===== config.mk =====
export PLATFORM = sky130hd
export DESIGN_NAME = cvp_protect
export DESIGN_NICKNAME = d
export VERILOG_FILES = /design/src/inc/cvp_pkg.sv /design/src/hw/cvp_protect.sv
export SDC_FILE = /design/constraint.sdc
export NUM_CORES = 1
export LEC_CHECK = 0
export BUFFER_PORTS_ARGS = -buffer_cell sky130_fd_sc_hd__buf_2
export CORE_ASPECT_RATIO = 0.75
export CORE_MARGIN = 5
export CORE_UTILIZATION = 40
export CTS_BUF_LIST = sky130_fd_sc_hd__clkbuf_8
export CTS_CLUSTER_DIAMETER = 200
export DETAILED_ROUTE_END_ITERATION = 8
export GPL_ROUTABILITY_DRIVEN = 0
export PLACE_DENSITY = 0.66
export SYNTH_ARGS = -nofsm -noshare
export SYNTH_HDL_FRONTEND = slang
export SYNTH_SLANG_ARGS = --single-unit

===== constraint.sdc =====
create_clock -name clock_i -period 6.85 [get_ports clock_i]
set_clock_uncertainty 0.15 [all_clocks]
set_input_delay 2.055 -clock clock_i [delete_from_list [all_inputs] [get_ports clock_i]]
set_output_delay 2.055 -clock clock_i [all_outputs]
set_load 0.02 [all_outputs]

===== src/inc/cvp_pkg.sv =====
/*
  Constants for the cell voltage limit protection block: register
  offsets, reset values, status bit positions and timing counts.
  Assumes a 10 MHz system clock and 12-bit cell measurement codes.
*/
package cvp_pkg;

  // Clock and timing
  localparam int CLK_PERIOD_NS    = 100;
  localparam int US_NS            = 1000;
  localparam int CYCLES_PER_US    = (US_NS + CLK_PERIOD_NS - 1) / CLK_PERIOD_NS;
  localparam int US_PER_MS        = 1000;
  localparam int MS_PER_S         = 1000;
  localparam int S_PER_MIN        = 60;
  localparam int LOCKOUT_SCANS    = 5;

  // Register offsets
  localparam logic [7:0] OVERVOLTAGE_LOCKOUT_THRESHOLD_LO_ADDR   = 8'h08;
  localparam logic [7:0] OVERVOLTAGE_LOCKOUT_THRESHOLD_HI_ADDR   = 8'h09;
  localparam logic [7:0] UNDERVOLTAGE_LOCKOUT_THRESHOLD_LO_ADDR   = 8'h0A;
  localparam logic [7:0] UNDERVOLTAGE_LOCKOUT_THRESHOLD_HI_ADDR   = 8'h0B;
  localparam logic [7:0] EOC_LO_ADDR    = 8'h0C;
  localparam logic [7:0] EOC_HI_ADDR    = 8'h0D;
  localparam logic [7:0] PRECH_LO_ADDR  = 8'h0E;
  localparam logic [7:0] PRECH_HI_ADDR  = 8'h0F;
  localparam logic [7:0] OVERVOLTAGE_DELAY_COUNT_LO_ADDR   = 8'h10;
  localparam logic [7:0] OVERVOLTAGE_DELAY_COUNT_HI_ADDR   = 8'h11;
  localparam logic [7:0] FAULT_ADDR     = 8'h80;
  localparam logic [7:0] STATUS1_ADDR   = 8'h81;
  localparam logic [7:0] STATUS2_ADDR   = 8'h82;
  localparam int         CFG_COUNT      = 10;

  // Status bit positions
  localparam int OVERVOLTAGE_LOCKOUT_THRESHOLD_FLAG_BIT = 1;
  localparam int UNDERVOLTAGE_LOCKOUT_THRESHOLD_FLAG_BIT = 3;
  localparam int EOC_FLAG_BIT  = 7;
  localparam int LVC_FLAG_BIT  = 7;

  // Threshold values that switch a lockout off
  localparam logic [11:0] OVERVOLTAGE_LOCKOUT_THRESHOLD_DISABLE = 12'hFFF;
  localparam logic [11:0] UNDERVOLTAGE_LOCKOUT_THRESHOLD_DISABLE = 12'h000;

  // Reset values, index 0 is offset 0x08
  localparam logic [7:0] CFG_RESET [CFG_COUNT] = '{
    8'h7F, 8'h0E, 8'h00, 8'h06, 8'hFF, 8'h0D, 8'hAA, 8'h07, 8'h01, 8'h08
  };

  // Delay unit selector
  typedef enum logic [1:0] {
    UNIT_US  = 2'b00,
    UNIT_MS  = 2'b01,
    UNIT_S   = 2'b10,
    UNIT_MIN = 2'b11
  } cvp_unit_type;

endpackage : cvp_pkg


===== src/hw/cvp_protect.sv =====
/*
  Cell voltage limit protection: lockout detection, end-of-charge,
  pre-charge steering and the overvoltage delay timer, with the
  threshold registers on a byte-wide register port.
  Assumes scan results, requests and compare levels come from logic on
  the same clock, one scan_valid_i pulse per measurement of all cells.
*/
`timescale 1ns/1ps

module cvp_protect #(
  parameter int NUM_CELLS = 8,
  parameter int VOLT_W    = 12
) (
  // Clock and reset
  input  wire logic                          clock_i,
  input  wire logic                          rst_i,
  // Register port
  input  wire logic [7:0]                    reg_addr_i,
  input  wire logic                          reg_write_i,
  input  wire logic [7:0]                    reg_wdata_i,
  output logic      [7:0]                    reg_rdata_o,
  // Measurement scan
  input  wire logic                          scan_valid_i,
  input  wire logic [NUM_CELLS*VOLT_W-1:0]   cell_voltage_i,
  input  wire logic [VOLT_W-1:0]             overvoltage_recovery_threshold_i,
  input  wire logic [VOLT_W-1:0]             undervoltage_recovery_threshold_i,
  input  wire logic                          ov_compare_i,
  // Control bits and requests
  input  wire logic                          precharge_enable_i,
  input  wire logic                          powerdown_on_lockout_i,
  input  wire logic                          charge_request_i,
  input  wire logic                          discharge_request_i,
  input  wire logic [NUM_CELLS-1:0]          balance_request_i,
  // FET and pin outputs
  output logic                               charge_fet_out_o,
  output logic                               precharge_fet_out_o,
  output logic                               discharge_fet_out_o,
  output logic [NUM_CELLS-1:0]               cell_balance_o,
  output logic                               pack_shutdown_out_o,
  output logic                               end_of_charge_n_o,
  output logic                               powerdown_o,
  // Status
  output logic                               overvoltage_lockout_flag_o,
  output logic                               undervoltage_lockout_flag_o,
  output logic                               end_of_charge_flag_o,
  output logic                               low_voltage_charge_flag_o,
  output logic                               ov_condition_o
);

  logic [7:0]        cfg_reg [cvp_pkg::CFG_COUNT];
  logic [11:0]       overvoltage_lockout_threshold_thr;
  logic [11:0]       undervoltage_lockout_threshold_thr;
  logic [11:0]       eoc_thr;
  logic [11:0]       prech_thr;
  logic [9:0]        delay_count;
  cvp_pkg::cvp_unit_type delay_unit;

  logic              any_over_overvoltage_lockout_threshold;
  logic              all_below_ovr;
  logic              any_under_undervoltage_lockout_threshold;
  logic              all_above_uvr;
  logic              any_over_eoc;
  logic              any_under_prech;
  logic [2:0]        overvoltage_lockout_threshold_cnt_reg;
  logic [2:0]        undervoltage_lockout_threshold_cnt_reg;
  logic              overvoltage_lockout_threshold_next;
  logic              undervoltage_lockout_threshold_next;
  logic              eoc_next;
  logic              lvc_next;

  logic [3:0]        us_cnt_reg;
  logic [9:0]        ms_cnt_reg;
  logic [9:0]        s_cnt_reg;
  logic [5:0]        min_cnt_reg;
  logic [9:0]        unit_cnt_reg;
  logic              tick_us;
  logic              tick_ms;
  logic              tick_s;
  logic              tick_min;
  logic              unit_tick;

  function automatic logic [11:0] join12(input logic [7:0] lo, input logic [7:0] hi);
    return {hi[3:0], lo};
  endfunction : join12

  function automatic logic [2:0] scan_step(input logic [2:0] cnt, input logic hit);
    if (!hit)
      return 3'h0;
    else if (cnt == 3'(cvp_pkg::LOCKOUT_SCANS))
      return cnt;
    else
      return cnt + 3'h1;
  endfunction : scan_step

  // Threshold fields
  assign overvoltage_lockout_threshold_thr    = join12(cfg_reg[0], cfg_reg[1]);
  assign undervoltage_lockout_threshold_thr    = join12(cfg_reg[2], cfg_reg[3]);
  assign eoc_thr     = join12(cfg_reg[4], cfg_reg[5]);
  assign prech_thr   = join12(cfg_reg[6], cfg_reg[7]);
  assign delay_count = {cfg_reg[9][1:0], cfg_reg[8]};
  assign delay_unit  = cvp_pkg::cvp_unit_type'(cfg_reg[9][3:2]);

  // Register writes; reserved nibbles are not stored
  always_ff @(posedge clock_i or posedge rst_i) begin
    if (rst_i) begin
      for (int i = 0; i < cvp_pkg::CFG_COUNT; i++) begin
        cfg_reg[i] <= cvp_pkg::CFG_RESET[i];
      end
    end else if (reg_write_i && reg_addr_i >= cvp_pkg::OVERVOLTAGE_LOCKOUT_THRESHOLD_LO_ADDR
                 && reg_addr_i <= cvp_pkg::OVERVOLTAGE_DELAY_COUNT_HI_ADDR) begin
      if (reg_addr_i[0])
        cfg_reg[4'(reg_addr_i - cvp_pkg::OVERVOLTAGE_LOCKOUT_THRESHOLD_LO_ADDR)] <= {4'h0, reg_wdata_i[3:0]};
      else
        cfg_reg[4'(reg_addr_i - cvp_pkg::OVERVOLTAGE_LOCKOUT_THRESHOLD_LO_ADDR)] <= reg_wdata_i;
    end
  end

  // Read data follows the address one cycle later
  always_ff @(posedge clock_i or posedge rst_i) begin
    if (rst_i) begin
      reg_rdata_o <= 8'h00;
    end else begin
      if (reg_addr_i >= cvp_pkg::OVERVOLTAGE_LOCKOUT_THRESHOLD_LO_ADDR && reg_addr_i <= cvp_pkg::OVERVOLTAGE_DELAY_COUNT_HI_ADDR)
        reg_rdata_o <= cfg_reg[4'(reg_addr_i - cvp_pkg::OVERVOLTAGE_LOCKOUT_THRESHOLD_LO_ADDR)];
      else if (reg_addr_i == cvp_pkg::FAULT_ADDR)
        reg_rdata_o <= 8'((32'(overvoltage_lockout_flag_o) << cvp_pkg::OVERVOLTAGE_LOCKOUT_THRESHOLD_FLAG_BIT)
                          | (32'(undervoltage_lockout_flag_o) << cvp_pkg::UNDERVOLTAGE_LOCKOUT_THRESHOLD_FLAG_BIT));
      else if (reg_addr_i == cvp_pkg::STATUS1_ADDR)
        reg_rdata_o <= 8'(32'(end_of_charge_flag_o) << cvp_pkg::EOC_FLAG_BIT);
      else if (reg_addr_i == cvp_pkg::STATUS2_ADDR)
        reg_rdata_o <= 8'(32'(low_voltage_charge_flag_o) << cvp_pkg::LVC_FLAG_BIT);
      else
        reg_rdata_o <= 8'h00;
    end
  end

  // Per-scan comparisons across all cells
  always_comb begin
    any_over_overvoltage_lockout_threshold   = 1'b0;
    all_below_ovr   = 1'b1;
    any_under_undervoltage_lockout_threshold  = 1'b0;
    all_above_uvr   = 1'b1;
    any_over_eoc    = 1'b0;
    any_under_prech = 1'b0;
    for (int c = 0; c < NUM_CELLS; c++) begin
      if (cell_voltage_i[c*VOLT_W +: VOLT_W] > overvoltage_lockout_threshold_thr)
        any_over_overvoltage_lockout_threshold = 1'b1;
      if (cell_voltage_i[c*VOLT_W +: VOLT_W] >= overvoltage_recovery_threshold_i)
        all_below_ovr = 1'b0;
      if (cell_voltage_i[c*VOLT_W +: VOLT_W] < undervoltage_lockout_threshold_thr)
        any_under_undervoltage_lockout_threshold = 1'b1;
      if (cell_voltage_i[c*VOLT_W +: VOLT_W] <= undervoltage_recovery_threshold_i)
        all_above_uvr = 1'b0;
      if (cell_voltage_i[c*VOLT_W +: VOLT_W] > eoc_thr)
        any_over_eoc = 1'b1;
      if (cell_voltage_i[c*VOLT_W +: VOLT_W] < prech_thr)
        any_under_prech = 1'b1;
    end
    // A disabled threshold never counts as a hit
    if (overvoltage_lockout_threshold_thr == cvp_pkg::OVERVOLTAGE_LOCKOUT_THRESHOLD_DISABLE)
      any_over_overvoltage_lockout_threshold = 1'b0;
    if (undervoltage_lockout_threshold_thr == cvp_pkg::UNDERVOLTAGE_LOCKOUT_THRESHOLD_DISABLE)
      any_under_undervoltage_lockout_threshold = 1'b0;
  end

  // Consecutive scan counters
  always_ff @(posedge clock_i or posedge rst_i) begin
    if (rst_i) begin
      overvoltage_lockout_threshold_cnt_reg <= 3'h0;
      undervoltage_lockout_threshold_cnt_reg <= 3'h0;
    end else if (scan_valid_i) begin
      overvoltage_lockout_threshold_cnt_reg <= scan_step(overvoltage_lockout_threshold_cnt_reg, any_over_overvoltage_lockout_threshold);
      undervoltage_lockout_threshold_cnt_reg <= scan_step(undervoltage_lockout_threshold_cnt_reg, any_under_undervoltage_lockout_threshold);
    end
  end

  // Lockout and level flags, next values shared by the FET logic
  always_comb begin
    overvoltage_lockout_threshold_next = overvoltage_lockout_flag_o && overvoltage_lockout_threshold_thr != cvp_pkg::OVERVOLTAGE_LOCKOUT_THRESHOLD_DISABLE;
    undervoltage_lockout_threshold_next = undervoltage_lockout_flag_o && undervoltage_lockout_threshold_thr != cvp_pkg::UNDERVOLTAGE_LOCKOUT_THRESHOLD_DISABLE;
    eoc_next  = end_of_charge_flag_o;
    lvc_next  = low_voltage_charge_flag_o;
    if (scan_valid_i) begin
      // Entry wins over recovery within one scan
      if (any_over_overvoltage_lockout_threshold && overvoltage_lockout_threshold_cnt_reg == 3'(cvp_pkg::LOCKOUT_SCANS - 1))
        overvoltage_lockout_threshold_next = 1'b1;
      else if (all_below_ovr || overvoltage_lockout_threshold_thr == cvp_pkg::OVERVOLTAGE_LOCKOUT_THRESHOLD_DISABLE)
        overvoltage_lockout_threshold_next = 1'b0;
      if (any_under_undervoltage_lockout_threshold && undervoltage_lockout_threshold_cnt_reg == 3'(cvp_pkg::LOCKOUT_SCANS - 1))
        undervoltage_lockout_threshold_next = 1'b1;
      else if (all_above_uvr || undervoltage_lockout_threshold_thr == cvp_pkg::UNDERVOLTAGE_LOCKOUT_THRESHOLD_DISABLE)
        undervoltage_lockout_threshold_next = 1'b0;
      eoc_next = any_over_eoc;
      lvc_next = any_under_prech;
    end
  end

  always_ff @(posedge clock_i or posedge rst_i) begin
    if (rst_i) begin
      overvoltage_lockout_flag_o  <= 1'b0;
      undervoltage_lockout_flag_o <= 1'b0;
      end_of_charge_flag_o        <= 1'b0;
      low_voltage_charge_flag_o   <= 1'b0;
      end_of_charge_n_o           <= 1'b1;
      pack_shutdown_out_o         <= 1'b0;
      powerdown_o                 <= 1'b0;
    end else begin
      overvoltage_lockout_flag_o  <= overvoltage_lockout_threshold_next;
      undervoltage_lockout_flag_o <= undervoltage_lockout_threshold_next;
      end_of_charge_flag_o        <= eoc_next;
      end_of_charge_n_o           <= !eoc_next;
      low_voltage_charge_flag_o   <= lvc_next;
      pack_shutdown_out_o         <= overvoltage_lockout_threshold_next;
      // Not gated by host FET control: only powerdown_on_lockout_i gates the lockout
      powerdown_o                 <= undervoltage_lockout_threshold_next && powerdown_on_lockout_i;
    end
  end

  // FET drive, from next flags so outputs and flags move together
  always_ff @(posedge clock_i or posedge rst_i) begin
    if (rst_i) begin
      charge_fet_out_o    <= 1'b0;
      precharge_fet_out_o <= 1'b0;
      discharge_fet_out_o <= 1'b0;
      cell_balance_o      <= '0;
    end else begin
      charge_fet_out_o    <= charge_request_i && !overvoltage_lockout_threshold_next
                             && !(precharge_enable_i && lvc_next);
      precharge_fet_out_o <= charge_request_i && !overvoltage_lockout_threshold_next
                             && precharge_enable_i && lvc_next;
      discharge_fet_out_o <= discharge_request_i && !undervoltage_lockout_threshold_next;
      cell_balance_o      <= (overvoltage_lockout_threshold_next || undervoltage_lockout_threshold_next) ? '0 : balance_request_i;
    end
  end

  // Delay timer prescalers restart with the compare, so no unit starts partial
  assign tick_us  = us_cnt_reg == 4'(cvp_pkg::CYCLES_PER_US - 1);
  assign tick_ms  = tick_us && ms_cnt_reg == 10'(cvp_pkg::US_PER_MS - 1);
  assign tick_s   = tick_ms && s_cnt_reg == 10'(cvp_pkg::MS_PER_S - 1);
  assign tick_min = tick_s && min_cnt_reg == 6'(cvp_pkg::S_PER_MIN - 1);

  always_comb begin
    unique case (delay_unit)
      cvp_pkg::UNIT_US:  unit_tick = tick_us;
      cvp_pkg::UNIT_MS:  unit_tick = tick_ms;
      cvp_pkg::UNIT_S:   unit_tick = tick_s;
      cvp_pkg::UNIT_MIN: unit_tick = tick_min;
    endcase
  end

  always_ff @(posedge clock_i or posedge rst_i) begin
    if (rst_i) begin
      us_cnt_reg  <= 4'h0;
      ms_cnt_reg  <= 10'h000;
      s_cnt_reg   <= 10'h000;
      min_cnt_reg <= 6'h00;
    end else if (!ov_compare_i) begin
      us_cnt_reg  <= 4'h0;
      ms_cnt_reg  <= 10'h000;
      s_cnt_reg   <= 10'h000;
      min_cnt_reg <= 6'h00;
    end else begin
      us_cnt_reg <= tick_us ? 4'h0 : us_cnt_reg + 4'h1;
      if (tick_us)
        ms_cnt_reg <= tick_ms ? 10'h000 : ms_cnt_reg + 10'h001;
      if (tick_ms)
        s_cnt_reg <= tick_s ? 10'h000 : s_cnt_reg + 10'h001;
      if (tick_s)
        min_cnt_reg <= tick_min ? 6'h00 : min_cnt_reg + 6'h01;
    end
  end

  always_ff @(posedge clock_i or posedge rst_i) begin
    if (rst_i) begin
      unit_cnt_reg   <= 10'h000;
      ov_condition_o <= 1'b0;
    end else begin
      if (!ov_compare_i)
        unit_cnt_reg <= 10'h000;
      else if (unit_tick && unit_cnt_reg != 10'h3FF)
        unit_cnt_reg <= unit_cnt_reg + 10'h001;
      ov_condition_o <= ov_compare_i && unit_cnt_reg >= delay_count;
    end
  end
endmodule : cvp_protect


==> reports/qor.csv <==
metric,value,unit
outcome,"complete, no violations",
routed_via_density,6.387,
comb_power_share,38.3,%
yosys_warnings,0,
area_growth,10.76,%
first_pass_iters,7,
htree_levels,4,
rsz0062_at_grt,no,
hold_depth,1,
ant_nets,0,
grt_pass1_vias,17740,
clock-sinks,152,
io_pins,180,
critical_path_class,input port to flip-flop,
die_area,0.05261,mm2
finalHoldViolCount,0,
final_cell_mix,"ha_1, buf_2, a21oi_1, o21ai_0, nand2_1",
crit_chain,buf_2 > inv_1 > ha_1 > a211oi_1 > nand4_1 > nor4_1 > o221ai_1 > or4_1 > o311ai_1 > o21ai_1 > nor3_1,
ys_ff_latch,152,
timing.final.crit_share,82.85,%
min_period,5.675,ns
top_layer,met5,
cts.path.max_buffers,2,
grt_pass1_wl,110.8,mm
grt_antenna_before_repair,6,
clkTransAtPathRegs,0.08,ns
grt_overflow_total,0,
drtIter0Drc,2078,
dr_wl_met3,11.37,mm
grt_max_degree,123,
fin_hold_ws,0.3466,ns
power.switching,1073,uW
max_freq,0.1762,GHz
remaining_drc_errors,0,
hp-class,flip-flop to flip-flop,
p_clk_share,27.1,%
cpPeakStageDelay,0.81,ns
cp.arrival,5.88,ns
switching_share,38.15,%
p_int,1739,uW
core,0.04748,mm2
seq_power_share,34.5,%
layout-drive-gt1-share,13.25,%
yosys_most_used_dff,dfrtp_1,
wl_met2,29.39,mm
cp-end-kind,flip-flop,
vias,18750,
postCtsSetupBuffers,0,
final_cells,2935,
hold_buffers,0,
num_rows,69,
dieWidth,263.2,um
ctsResizeCount,0,
synthArstFlopShare,100.0,%
fp.dieH,199.9,um
syn_inst,2110,
path_max_fanout,10,
reg2regPathDepth,10,
grt_usage,27.79,%
cts_tree,yes,
synthesis.nets,2845,
start_util,40.50,%
r2r-end,cell_balance_o[1]$_DFF_PP0_,
crit_slowest_cell,o311ai_1,
wl_met1,32.21,mm
drv_cap,0,
tightestPinTransition,1.263,ns
portBuffers,179,
ys_types,68,
min-delay-start,cfg_reg[36]$_DFFE_PP0P_,
netlist_area,0.01923,mm2
max-slew-margin-rel,13.61,%
drv_slew,0,
synth_edf_count,0,
p_leak,0.01052,uW
holdPathEnd,cfg_reg[36]$_DFFE_PP0P_,
total_power,2811,uW
irDropWorstVdd,128.2,uV
post_drt_wl_per_cell,26.12,um
cts_buffers,17,
clock-root-buffer,clkbuf_8,
placed_cells,2902,
r2r_slack,2.26,ns
setup_viol_count_final,0,
fin_nets,3017,
power_density,132.0,mW/mm2
seq_area_frac_synth,19.99,%
dp_hpwl,60.47,mm
cp.required,7.06,ns
fin_setup_tns,0,ns
drt-total-wl,76.66,mm
synth.avg_cell_area,9.114,um2
startpoint_type,input port,
final_common_cell,ha_1,
clock_latency,0.46,ns
-- worst max-delay path by stage --
stage | start | endpoint | slack, ns | cells past startpoint
2_1_floorplan | rst_i | asynchronous set/reset pin | 0.61 | 1
3_5_place_dp | overvoltage_recovery_threshold_i[11] | cell_balance_o[1]$_DFF_PP0_ | 0.94 | 11
5_1_grt | overvoltage_recovery_threshold_i[11] | charge_fet_out_o$_DFF_PP0_ | 1.06 | 11
6_report | overvoltage_recovery_threshold_i[11] | cell_balance_o[1]$_DFF_PP0_ | 1.17 | 11
3_3_place_gp | overvoltage_recovery_threshold_i[11] | charge_fet_out_o$_DFF_PP0_ | 1.05 | 11
4_1_cts | overvoltage_recovery_threshold_i[11] | cell_balance_o[1]$_DFF_PP0_ | 1.41 | 11
-- cells in the mapped netlist, types with 7 or more instances --
library cell	number	area (um2)
mux4_2	16	360.4
a21o_1	69	518.0
nor3b_1	7	52.55
a31oi_1	14	87.58
inv_1	118	442.9
clkbuf_1	27	101.4
o31ai_1	8	60.06
a211oi_1	33	247.7
o21ai_0	150	750.7
a2111oi_0	15	131.4
nand2b_1	32	200.2
dfstp_2	33	867.1
o21bai_1	7	52.55
nor2_1	97	364.1
mux2_2	29	326.6
a211o_1	9	78.83
o21a_1	15	112.6
xor2_1	13	113.9
nor2b_1	55	344.1
a22oi_1	10	75.07
nor4_1	12	75.07
o22ai_1	10	62.56
or3_1	17	106.4
xnor2_1	10	87.58
dfrtp_1	119	2978
o211ai_1	39	292.8
nand2_1	123	461.7
a21oi_1	166	830.8
nand4_1	99	619.3
and3_1	8	50.05
nand3_1	53	265.3
nor3_1	38	190.2
ha_1	582	7282
-- logic make-up after synthesis --
family,share of synthesized area [%]
AO/OA/AOI/OAI,18.68
multiplexers,3.728
buffers and inverters,2.999
flip-flops,19.99
AND/OR/NAND/NOR,15.69
XOR/XNOR,1.047
adder cells (fa/ha/maj),37.87
-- metrics by stage --
step / setup slack [ns] / area (um2) / util [%]
final: 1.175 / 21300 / 44.86
after CTS: 1.408 / 21300 / 44.85
after global routing: 1.062 / 21300 / 44.85
after global placement: 1.050 / 20860 / 43.93
after detailed placement: 0.9396 / 20860 / 43.93
after floorplan: 0.6065 / 19230 / -
-- area by class of cell --
cell class                 instances  area [um2]
clock inverter                    13       178.9
sequential                       152        3845
inverter                         118       447.9
clock buffer                      19       261.5
antenna                            1       2.502
timing repair buffer             187       955.9
tap                              639       799.5
fill                            4621       26180
multi-input combinational       1806       14810
-- worst max-delay path, delay by kind of cell --
family                     cells  cell delay, ns
adders and majority gates      1            0.33
AOI/OAI and AO/OA              4            1.84
and+or+nand+nor                4            1.35
buffers and inverters          2            0.31
-- per-layer routing --
metal	vias up	global-route usage, %
met3	232	12.47
met1	8959	37.61
li1	8445	-
met2	1103	38.98
met5	-	0.9590
met4	6	10.42
-- power by group through the flow --
stage | logic [uW] | clock network (uW) | registers, uW
global route | 1180 | 809 | 975
floorplan | 610 | 0 | 982
finish | 1080 | 762 | 971
global placement | 967 | 0 | 985
detailed placement | 1020 | 0 | 987
CTS | 1030 | 778 | 971
(Power assumes the default switching activity.)
